[src/design/vmcu_pkg.sv]
/*
 * Constants, field positions and timing figures of the vector mask and
 * compress unit. Assumes a single clock at 250 MHz and that all figures
 * are counted in clock periods of that clock.
 */
// Functional notes
// - Mask MSB is element 0, LSB element 63.
// - Low two designator bits pick the element test.
// - Designator high bit enables compress index output.
// - Sign bit alone decides positive or negative.
// - Mask bit set on hit, cleared on miss.
// - Compress form builds the same mask.
// - Index written and pointer advanced only on hits.
// - Test element count; untested mask bits zero.
// - No hits means zero mask, no writes.
// - One-period issue; source freed at count plus three.
// - Destination ready at count plus ten.
// - Mask ready count plus four; dependent plus five.
// - Elements advance only as source data arrives.
package vmcu_pkg;

    localparam int VMCU_ELEM_W = 64;
    localparam int VMCU_CNT_W  = 7;
    localparam int VMCU_IDX_W  = 6;
    localparam int VMCU_TIME_W = 8;
    localparam int VMCU_SIGN_BIT     = 63;
    localparam int VMCU_COMPRESS_BIT = 2;

    localparam logic [1:0] VMCU_TEST_ZERO    = 2'h0;
    localparam logic [1:0] VMCU_TEST_NONZERO = 2'h1;
    localparam logic [1:0] VMCU_TEST_POS     = 2'h2;
    localparam logic [1:0] VMCU_TEST_NEG     = 2'h3;

    // Latencies beyond the element count, in clock periods.
    localparam logic [VMCU_TIME_W-1:0] VMCU_ISSUE_CP      = 8'h01;
    localparam logic [VMCU_TIME_W-1:0] VMCU_SRC_FREE_CP   = 8'h03;
    localparam logic [VMCU_TIME_W-1:0] VMCU_UNIT_FREE_CP  = 8'h04;
    localparam logic [VMCU_TIME_W-1:0] VMCU_MASK_RDY_CP   = 8'h04;
    localparam logic [VMCU_TIME_W-1:0] VMCU_MASK_DEP_CP   = 8'h05;
    localparam logic [VMCU_TIME_W-1:0] VMCU_DEST_RDY_CP   = 8'h0A;

    localparam logic [VMCU_ELEM_W-1:0] VMCU_MASK_RESET = 64'h0;
    localparam logic [VMCU_CNT_W-1:0]  VMCU_CNT_RESET  = 7'h00;
    localparam logic [VMCU_TIME_W-1:0] VMCU_TIME_RESET = 8'h00;

    typedef enum logic [1:0] {
        VMCU_IDLE,
        VMCU_SCAN,
        VMCU_DRAIN
    } vmcu_state_e;

endpackage

[src/design/vmcu_test_if.sv]
/*
 * Carrier between the unit's sequencer and its element tester.
 * Assumes both ends sit in the same clock domain; the path is combinational.
 */
`timescale 1ns/1ps

interface vmcu_test_if;
    logic [63:0] element;
    logic [1:0]  test;
    logic        hit;

    modport sequencer (output element, output test, input hit);
    modport tester    (input element, input test, output hit);
endinterface

[src/design/vmcu_element_test.sv]
/*
 * Element tester: decides whether one source element meets the selected
 * condition. Purely combinational; the sequencer registers the result.
 */
`timescale 1ns/1ps

module vmcu_element_test
    import vmcu_pkg::*;
(
    vmcu_test_if.tester tif
);

    always_comb begin
        unique case (tif.test)
            VMCU_TEST_ZERO:    tif.hit = (tif.element == 64'h0);
            VMCU_TEST_NONZERO: tif.hit = (tif.element != 64'h0);
            // A zero element has a clear sign bit and so counts as positive.
            VMCU_TEST_POS:     tif.hit = ~tif.element[VMCU_SIGN_BIT];
            VMCU_TEST_NEG:     tif.hit = tif.element[VMCU_SIGN_BIT];
        endcase
    end

endmodule

[src/design/vmcu_mask_compress.sv]
/*
 * Vector mask and compress index unit. Accepts one instruction at a time
 * from issue logic, consumes source elements as they stream in, builds a
 * 64-bit element flag register and optionally writes a compressed index
 * list. Assumes issue logic and the register file run on the same clock
 * and honour issue_ready and the register reservations themselves.
 */
`timescale 1ns/1ps

module vmcu_mask_compress
    import vmcu_pkg::*;
(
    input  wire logic                           clock,
    input  wire logic                           reset_n,
    input  wire logic                           issue_valid,
    output logic                                issue_ready,
    input  wire logic [2:0]                     issue_designator,
    input  wire logic [vmcu_pkg::VMCU_CNT_W-1:0] element_count_register,
    input  wire logic                           src_valid,
    output logic                                src_ready,
    input  wire logic [vmcu_pkg::VMCU_ELEM_W-1:0] tested_source_vector,
    output logic [vmcu_pkg::VMCU_IDX_W-1:0]     src_index,
    output logic                                src_release,
    output logic                                idx_wr_en,
    output logic [vmcu_pkg::VMCU_IDX_W-1:0]     idx_wr_addr,
    output logic [vmcu_pkg::VMCU_ELEM_W-1:0]    index_destination_vector,
    output logic                                dest_ready,
    output logic [vmcu_pkg::VMCU_ELEM_W-1:0]    element_flag_register,
    output logic                                mask_ready,
    output logic                                mask_ready_dep
);

    import vmcu_pkg::*;

    // Taps of the post-release shift line, counted from the unit-free point.
    localparam int DEP_LEN  = int'(VMCU_MASK_DEP_CP - VMCU_UNIT_FREE_CP);
    localparam int DEST_LEN = int'(VMCU_DEST_RDY_CP - VMCU_UNIT_FREE_CP);

    ////////////////////////////////////////////////////////////////////////////
    vmcu_state_e              state;
    logic [VMCU_CNT_W-1:0]    count;
    logic [VMCU_CNT_W-1:0]    elem;
    logic [VMCU_IDX_W-1:0]    wr_ptr;
    logic [1:0]               test;
    logic                     compress;
    logic [VMCU_TIME_W-1:0]   elapsed;
    logic [VMCU_TIME_W-1:0]   next_elapsed;
    logic [VMCU_TIME_W-1:0]   limit;
    logic [DEST_LEN-1:0]      late_free;
    logic [DEST_LEN-1:0]      late_comp;
    logic                     issue_fire;
    logic                     consume;
    logic                     hit;
    logic                     unit_free;

    vmcu_test_if tif ();

    assign tif.element = tested_source_vector;
    assign tif.test    = test;
    assign hit         = tif.hit;

    vmcu_element_test u_test (
        .tif (tif)
    );

    ////////////////////////////////////////////////////////////////////////////
    // A new instruction is only taken once the previous one has left the unit.
    assign issue_ready = (state == VMCU_IDLE);
    assign issue_fire  = issue_valid && issue_ready;
    assign src_ready   = (state == VMCU_SCAN) && (elem < count);
    assign consume     = src_ready && src_valid;

    // Elapsed periods only advance with data while elements remain, so a
    // stalled chain stretches every later deadline by the same amount.
    always_comb begin
        next_elapsed = elapsed;
        if (state == VMCU_SCAN) begin
            if (elem < count) begin
                next_elapsed = consume ? elapsed + VMCU_ISSUE_CP : elapsed;
            end else begin
                next_elapsed = elapsed + VMCU_ISSUE_CP;
            end
        end else if (state == VMCU_DRAIN) begin
            next_elapsed = elapsed + VMCU_ISSUE_CP;
        end
    end

    assign limit     = {1'b0, count};
    assign unit_free = (state != VMCU_IDLE) && (next_elapsed == limit + VMCU_UNIT_FREE_CP);

    ////////////////////////////////////////////////////////////////////////////
    always_ff @(posedge clock or negedge reset_n) begin
        if (!reset_n) begin
            state <= VMCU_IDLE;
        end else begin
            unique case (state)
                VMCU_IDLE:  if (issue_fire) begin
                    state <= VMCU_SCAN;
                end
                VMCU_SCAN:  if (unit_free) begin
                    state <= VMCU_IDLE;
                end else if (elem >= count) begin
                    state <= VMCU_DRAIN;
                end
                VMCU_DRAIN: if (unit_free) begin
                    state <= VMCU_IDLE;
                end
            endcase
        end
    end

    always_ff @(posedge clock or negedge reset_n) begin
        if (!reset_n) begin
            count    <= VMCU_CNT_RESET;
            test     <= VMCU_TEST_ZERO;
            compress <= 1'b0;
        end else if (issue_fire) begin
            count    <= element_count_register;
            test     <= issue_designator[1:0];
            compress <= issue_designator[VMCU_COMPRESS_BIT];
        end
    end

    // The issue period itself counts, so the clock starts at one.
    always_ff @(posedge clock or negedge reset_n) begin
        if (!reset_n) begin
            elapsed <= VMCU_TIME_RESET;
        end else if (issue_fire) begin
            elapsed <= VMCU_ISSUE_CP;
        end else begin
            elapsed <= next_elapsed;
        end
    end

    ////////////////////////////////////////////////////////////////////////////
    // Element walk and mask build. Elements past the count are never taken,
    // because src_ready drops there, which keeps their mask bits at zero.
    always_ff @(posedge clock or negedge reset_n) begin
        if (!reset_n) begin
            elem                  <= VMCU_CNT_RESET;
            element_flag_register <= VMCU_MASK_RESET;
        end else if (issue_fire) begin
            elem                  <= VMCU_CNT_RESET;
            // Clearing at issue leaves every untested element's bit at zero.
            element_flag_register <= VMCU_MASK_RESET;
        end else if (consume) begin
            elem <= elem + 7'h01;
            // Same mask for both forms; only the low test bits reach the tester.
            element_flag_register[VMCU_SIGN_BIT - src_index] <= hit;
        end
    end

    assign src_index = elem[VMCU_IDX_W-1:0];

    // Compress index writes; an instruction with no hits writes nothing.
    // The pointer simply wraps after a full list of hits; no write follows.
    always_ff @(posedge clock or negedge reset_n) begin
        if (!reset_n) begin
            wr_ptr                   <= {VMCU_IDX_W{1'b0}};
            idx_wr_en                <= 1'b0;
            idx_wr_addr              <= {VMCU_IDX_W{1'b0}};
            index_destination_vector <= VMCU_MASK_RESET;
        end else begin
            idx_wr_en <= consume && compress && hit;
            if (issue_fire) begin
                wr_ptr <= {VMCU_IDX_W{1'b0}};
            end else if (consume && compress && hit) begin
                wr_ptr                   <= wr_ptr + 6'h01;
                idx_wr_addr              <= wr_ptr;
                index_destination_vector <= {58'h0, elem[VMCU_IDX_W-1:0]};
            end
        end
    end

    ////////////////////////////////////////////////////////////////////////////
    // Readiness pulses for the current instruction.
    always_ff @(posedge clock or negedge reset_n) begin
        if (!reset_n) begin
            src_release <= 1'b0;
            mask_ready  <= 1'b0;
        end else begin
            src_release <= (state != VMCU_IDLE) && !issue_fire
                           && (next_elapsed == limit + VMCU_SRC_FREE_CP);
            mask_ready  <= (state != VMCU_IDLE) && !issue_fire
                           && (next_elapsed == limit + VMCU_MASK_RDY_CP);
        end
    end

    // Deadlines past the unit-free point ride a shift line, so the unit can
    // take the next instruction at count plus four. Unit-free points lie at
    // least four periods apart and each one owns a stage, so a short follower
    // can never swallow the destination-ready pulse of the one before it.
    always_ff @(posedge clock or negedge reset_n) begin
        if (!reset_n) begin
            late_free <= '0;
            late_comp <= '0;
        end else begin
            late_free[0] <= unit_free;
            late_comp[0] <= compress;
            for (int s = 1; s < DEST_LEN; s++) begin
                late_free[s] <= late_free[s-1];
                late_comp[s] <= late_comp[s-1];
            end
        end
    end

    always_ff @(posedge clock or negedge reset_n) begin
        if (!reset_n) begin
            mask_ready_dep <= 1'b0;
        end else begin
            mask_ready_dep <= late_free[DEP_LEN-1];
        end
    end

    always_ff @(posedge clock or negedge reset_n) begin
        if (!reset_n) begin
            dest_ready <= 1'b0;
        end else begin
            dest_ready <= late_free[DEST_LEN-1] && late_comp[DEST_LEN-1];
        end
    end

endmodule

[config.mk]
export PLATFORM = sky130hd
export DESIGN_NAME = vmcu_mask_compress
export DESIGN_NICKNAME = d
export VERILOG_FILES = /design/src/design/vmcu_pkg.sv /design/src/design/vmcu_test_if.sv /design/src/design/vmcu_element_test.sv /design/src/design/vmcu_mask_compress.sv
export SDC_FILE = /design/constraint.sdc
export NUM_CORES = 1
export LEC_CHECK = 0
export ABC_CLOCK_PERIOD_IN_PS = 3300
export BUFFER_PORTS_ARGS = -buffer_cell sky130_fd_sc_hd__buf_2
export CORE_AREA = 2 2 119 121
export DETAILED_ROUTE_END_ITERATION = 10
export DIE_AREA = 0 0 121 123
export GPL_TIMING_DRIVEN = 1
export HOLD_SLACK_MARGIN = 0.02
export PLACE_DENSITY = 0.9
export SETUP_SLACK_MARGIN = 0.15
export SYNTH_ARGS = -nofsm -noshare
export SYNTH_HDL_FRONTEND = slang
export SYNTH_SLANG_ARGS = --single-unit
[constraint.sdc]
create_clock -name clock -period 3.3 [get_ports clock]
set_input_delay 0.495 -clock clock [delete_from_list [all_inputs] [get_ports clock]]
set_output_delay 0.495 -clock clock [all_outputs]
set_load 0.01 [all_outputs]
==> metrics.yaml, run 1 <==
outcome: "complete, no violations"
slew_viol_final: 0
grt_pass1_vias: 5641
track_usage: 0.256
clock-sinks: 125
synthArstFlopShare: 1.00
synth_edf_count: 0
cts_tree: "done"
antenna_found_initial: 2
ant_nets: 0
rsz0062_at_grt: "yes"
stdcell_area_sq_um: 8410
clockPowerShare: 0.316
synth-compound-area-share: 0.0843
synth_top_area_cell: "dfrtp_1"
synthesis.area_sq_um: 6990
worst-path-max-fanout: 9
synthXorXnorAreaFrac: 0.0449
die_h_um: 123
rows: 43
drc_errors: 0
dr.pass1.iters: 7
powerDensity_nw_per_um2: 697
ys.flop_type: "dfrtp_1"
synth_top_area_share: 0.447
cts_buffer_depth: 2
p_seq_frac: 0.329
min_period_ps: 3060
cp.required_ps: 3630
grt_start_max_net_pins: 66
area_growth_pct: 20.3
synth.mux.area_fraction: 0.0924
synth_cell_types: 66
synthTopCellsByArea: "dfrtp_1 45%, mux2i_1 7.3%, buf_4 7.0%"
drive_above_1_share: 0.276
numPortBuffers: 166
start_util: 0.514
min_period_over_period: 0.928
ir_drop_uv: 485
critical_path.top_delay_family: "compound AO/OA/AOI/OAI gates"
tightest_slew_ps: 807
die_w_um: 121
grt_pass1_wl_um: 29000
critPathKind: "flip-flop to flip-flop"
crit_path_end_kind: "flip-flop"
drt-vias-per-instance: 5.37
cts_hold_repair.buffers: 0
place_area_sq_um: 7800
netlist_instances: 725
r2r_slack_ps: 240
fin_skew_ps: 13.8
hold_viol_final: 0
cts_max_level: 4
fin_setup_tns_ps: 0
core_area_sq_um: 13600
drt-initial-drc-count: 372
crit_arrival_ps: 3400
overflow: 0
ys_ff_latch: 125
hpwl_um: 13600
die_area_sq_um: 14900
relSlewSlack: 0.462
synth-simple-area-share: 0.200
slowest_stage: "o41ai_1"
nets: 983
wl_per_cell_um: 17.1
drv_cap: 0
synth_area_per_cell_sq_um: 9.64
synth-adder-area-share: 0.0286
internal-power_mw: 3.66
vias: 5810
gp_congestion: 0.918
fmax_mhz: 327
crit_start: "count[5]$_DFFE_PN0P_"
switching_share: 0.376
max_stage_delay_ps: 630
cp_num_buf_inv: 1
root_buffer: "clkbuf_16"
synth_top_family_by_area: "simple AND/OR/NAND/NOR gates"
start_kind: "flip-flop"
wl_um: 18500
clkLatencyLatePin_ps: 420
yosys_warnings: 0
numCtsBuffers: 17
finalSetupViolCount: 0
leakage_nw: 4.50
min_path_type: "primary input to asynchronous set/reset pin"
ys_seq_area_frac: 0.447
num_io_pins: 225
power.switching_mw: 2.21
path_clk_slew_ps: 60
power_frac_comb: 0.355
crit-reg2reg-launch: "count[5]$_DFFE_PN0P_"
cp_cell_sequence: "inv_1 > ha_1 > nand2_1 > o2111a_1 > a21boi_0 > a21oi_1 > o41ai_1 > o41ai_2 > mux2i_1"
-- final timing paths --
path	cells after the start	end
max	9	state[0]$_DFFE_PN0P_
min	1	element_flag_register[62]$_DFFE_PN0P_
max reg2reg	9	state[0]$_DFFE_PN0P_
min reg2reg	0	late_free[1]$_DFF_PN0_
max in group asynchronous	2	test[0]$_DFFE_PN0P_
min in group clock	3	count[3]$_DFFE_PN0P_
-- state kept, by name (all words and copies together), names as in the netlist --
name                      count
elapsed                       8
late_comp                     6
index_destination_vector      6
wr_ptr                        6
state                         2
element_flag_register        64
compress                      1
dest_ready                    1
src_release                   1
elem                          7
idx_wr_en                     1
test                          2
mask_ready                    1
count                         7
late_free                     6
idx_wr_addr                   6
-- layout by cell type, fill, tap and decap left out, types with 3 or more instances in the layout --
cell type  count
a211oi_1       3
a21o_1         3
a21oi_1       31
a31o_2         3
and2_1         4
and3_1         7
and3b_1        3
buf_2        165
buf_4         23
clkbuf_16     17
clkinv_4       4
conb_1        58
dfrtp_1      125
ha_1          16
inv_1         16
mux2_1        10
mux2i_1       51
nand2_1       81
nand3_1       13
nand3b_1       3
nand4_1        9
nor2_1        88
nor3_1         7
nor3b_1        3
nor4_1        14
nor4_2         6
o211ai_1       4
o21ai_0       29
or3_1         18
xnor2_1       20
xor2_1         7
-- Yosys cell counts (all sizes together) (14+ instances only) --
master / number
xnor2: 21
nand3: 14
mux2i: 51
o21ai: 30
clkbuf: 26
buf: 75
or3: 20
ha: 16
nor2: 89
nor4: 20
inv: 16
dfrtp: 125
nand2: 81
a21oi: 32
-- cell type report --
type / count / area [sq um]
timing repair buffer: 189 / 1020
multi-input combinational: 540 / 3390
antenna: 1 / 2.50
sequential: 125 / 3130
clock buffer: 19 / 453
inverter: 16 / 60.1
clock inverter: 12 / 138
fill: 1121 / 5200
tap: 180 / 225
-- stage by stage --
stage | setup slack (ps) | power, mW | instances | hold WS (ps) | util
global placement | 418 | 3.94 | 1048 | 333 | 0.573
floorplan | 678 | 3.46 | 782 | 199 | -
detailed placement | 354 | 3.99 | 1048 | 335 | 0.573
finish | 238 | 5.86 | 1082 | 156 | 0.618
CTS | 336 | 5.85 | 1079 | 190 | 0.616
global route | 70.0 | 6.20 | 1082 | 230 | 0.618
-- kinds of logic (layout without fill, tap and decap cells) --
kind of cell,Yosys count,after routing
XOR/XNOR,31,31
AO/OA/AOI/OAI,93,93
adder cells (fa/ha/maj),16,16
AND/OR/NAND/NOR,279,279
buffers and inverters,117,236
other,1,59
multiplexers,63,63
flip-flops,125,125
-- power by group through the flow --
stage	Clock, mW	Combinational (mW)	Sequential [mW]
CTS	1.87	2.06	1.93
global placement	0	2.00	1.94
global route	1.95	2.30	1.96
finish	1.85	2.08	1.93
floorplan	0	1.55	1.91
detailed placement	0	2.05	1.94
-- layer usage --
| layer | up-vias | routed length, um | track usage |
|---|---|---|---|
| li1 | 2707 | - | - |
| met1 | 2787 | 7170 | 0.295 |
| met2 | 268 | 9530 | 0.450 |
| met3 | 48 | 1270 | 0.0664 |
| met4 | 0 | 561 | 0.114 |
| met5 | - | 0 | 0 |
-- repair_timing --
action,in CTS,in global routing
setup endpoints to repair,0,2
setup buffers,0,2
gates resized for setup,0,1
Power figures use the tool's default switching activity.
==> run 2: changes to the inputs <==
- CORE_AREA: 2 2 119 121 -> 2 2 114 127
- DIE_AREA: 0 0 121 123 -> 0 0 116 129
- PLACE_DENSITY: 0.9 -> 0.89
==> metrics.yaml, run 2 (synthesis results as in run 1) <==
power.switching_mw: 2.15  # -2.3%
core_area_sq_um: 13600  # +0.10%
rows: 45  # +4.7%
track_usage: 0.241  # -0.0152
powerDensity_nw_per_um2: 697  # about the same
drt-vias-per-instance: 5.32  # -0.93%
outcome: "complete, no violations"
drt-initial-drc-count: 421  # +13%
grt_pass1_vias: 5469  # -3.0%
stdcell_count: 1082  # unchanged
wl_per_cell_um: 16.1  # -5.9%
dpl.cell_count: 1053  # +0.48%
drc_errors: 0  # unchanged
fin_setup_tns_ps: 0  # unchanged
num_io_pins: 225  # unchanged
clockPowerShare: 0.317  # about the same
largest-register: "element_flag_register"
grt_pass1_wl_um: 27900  # -4.0%
slew_viol_final: 0  # unchanged
reg_top3: "element_flag_register x64, elapsed x8"
largest_reg_flops: 64  # unchanged
leakage_nw: 4.48  # -0.45%
ant_nets: 0  # unchanged
fmax_mhz: 340  # +4.1%
ir_drop_uv: 397  # -18%
finalCoreUtilization: 0.615  # -0.00274
min_period_over_period: 0.892  # -0.0364
clock-sinks: 125  # unchanged
start_kind: "flip-flop"
tightest_slew_ps: 664  # -142 ps
n_antenna_cell: 0  # -1
crit_arrival_ps: 3240  # -160 ps
wl_um: 17400  # -5.9%
overflow: 0  # unchanged
nets: 979  # -0.41%
path_clk_slew_ps: 60  # about the same
die_area_sq_um: 15000  # +0.54%
grt_start_max_net_pins: 80  # +21%
r2r_cells: 10  # +1
numCtsBuffers: 17  # unchanged
cpMostUsedCell: "buf_4"
die_w_um: 116  # -4.1%
drv_cap: 0  # unchanged
hpwl_um: 12400  # -8.5%
worstSetupPathDepth: 10  # +1
dr.pass1.iters: 5  # -2
drive_above_1_share: 0.270  # -0.00678
start_util: 0.513  # -0.000519
gp_congestion: 1.00  # +9.1%
cts_buffer_depth: 2  # unchanged
cp.required_ps: 3600  # -30 ps
cts_max_level: 4  # unchanged
clkLatencyLatePin_ps: 420  # about the same
critPathKind: "flip-flop to flip-flop"
cts_tree: "done"
finalPower_mw: 5.85  # -0.27%
finalSetupViolCount: 0  # unchanged
slowest_stage: "dfrtp_1"
hold_viol_final: 0  # unchanged
cp_num_buf_inv: 3  # +2
area_growth_pct: 19.9
fin_skew_ps: 11.6  # -2.20 ps
die_h_um: 129  # +4.9%
cts_hold_repair.buffers: 0  # unchanged
antenna_found_initial: 0  # -2
root_buffer: "clkbuf_16"
switching_share: 0.368  # -0.00776
cp_cell_sequence: "inv_1 > ha_1 > a21oi_1 > o211ai_1 > nor3_2 > buf_4 > nand2_1 > nor3_4 > buf_4 > mux2_1"
min_period_ps: 2940  # -120 ps
fin_hold_ws_ps: 109  # -47.5 ps
rsz0062_at_grt: "yes"
p_seq_frac: 0.330  # about the same
worst-path-max-fanout: 18  # +9
internal-power_mw: 3.69  # +0.97%
crit_path_end_kind: "flip-flop"
vias: 5756  # -0.93%
relSlewSlack: 0.557  # +0.0949
final_cell_mix: "165 x buf_2, 125 x dfrtp_1, 88 x nor2_1"
critical_path.top_delay_family: "buffers and inverters"
max_stage_delay_ps: 450  # -180 ps
min_path_type: "primary input to asynchronous set/reset pin"
final_common_cell: "buf_2"
numPortBuffers: 166  # unchanged
power_frac_comb: 0.353  # -0.002
[run 2: cell count changes in the layout (fill, tap and decap cells not counted)]
cell / change
clkinvlp_4: -1
o41ai_2: +1
clkbuf_1: +2
diode_2: -1
bufinv_16: +1
clkinv_4: -3
nor4_2: -1
buf_4: -4
nor4_1: +1
o2111ai_2: +1
o41ai_1: -1
inv_6: -2
o2111ai_1: -1
[run 2: power groups by stage]
stage / logic [mW] / registers (mW) / clock network, mW
2_1_floorplan: 1.55 / 1.91 / 0
3_3_place_gp: 1.97 / 1.94 / 0
3_5_place_dp: 2.01 / 1.95 / 0
4_1_cts: 2.03 / 1.93 / 1.88
5_1_grt: 2.25 / 1.95 / 1.95
6_report: 2.07 / 1.93 / 1.85
[run 2: final cells by class]
type / count / area (sq um)
fillers: 1172 / 5240
multi-input cells: 540 / 3390
flip-flops and latches: 125 / 3130
repair buffers: 185 / 988
clock buffers: 21 / 460
well taps: 188 / 235
clock inverters: 7 / 116
inverters: 16 / 60.1
[run 2: worst paths after layout]
| kind | from | end | slack (ps) |
|---|---|---|---|
| min in group clock | issue_designator[0] | test[0]$_DFFE_PN0P_ | 280 |
| worst max-delay path | count[4]$_DFFE_PN0P_ | index_destination_vector[4]$_DFFE_PN0P_ | 360 |
| worst max register to register | count[4]$_DFFE_PN0P_ | index_destination_vector[4]$_DFFE_PN0P_ | 360 |
| worst min-delay path | reset_n | late_free[0]$_DFF_PN0_ | 110 |
| worst min register to register | late_comp[4]$_DFF_PN0_ | late_comp[5]$_DFF_PN0_ | 340 |
| max in group asynchronous | reset_n | test[0]$_DFFE_PN0P_ | 2310 |
[run 2: routing by layer]
layer	vias up	global-route usage	wire, um
li1	2692	-	-
met1	2752	0.297	7030
met2	276	0.403	8530
met3	36	0.0617	1410
met4	0	0.0987	475
met5	-	0	0
[run 2: repair_timing]
item                                    4_1_cts  5_1_grt
gates resized for setup                       0        2
endpoints found under the hold margin         0        0
buffers inserted                              0        1
endpoints found under the setup margin        0        3
[run 2: through the flow]
stage | setup WS (ps) | instance area [sq um]
2_1_floorplan | 678 | 7200
3_3_place_gp | 456 | 7780
3_5_place_dp | 388 | 7780
4_1_cts | 367 | 8360
5_1_grt | 137 | 8380
6_report | 358 | 8380
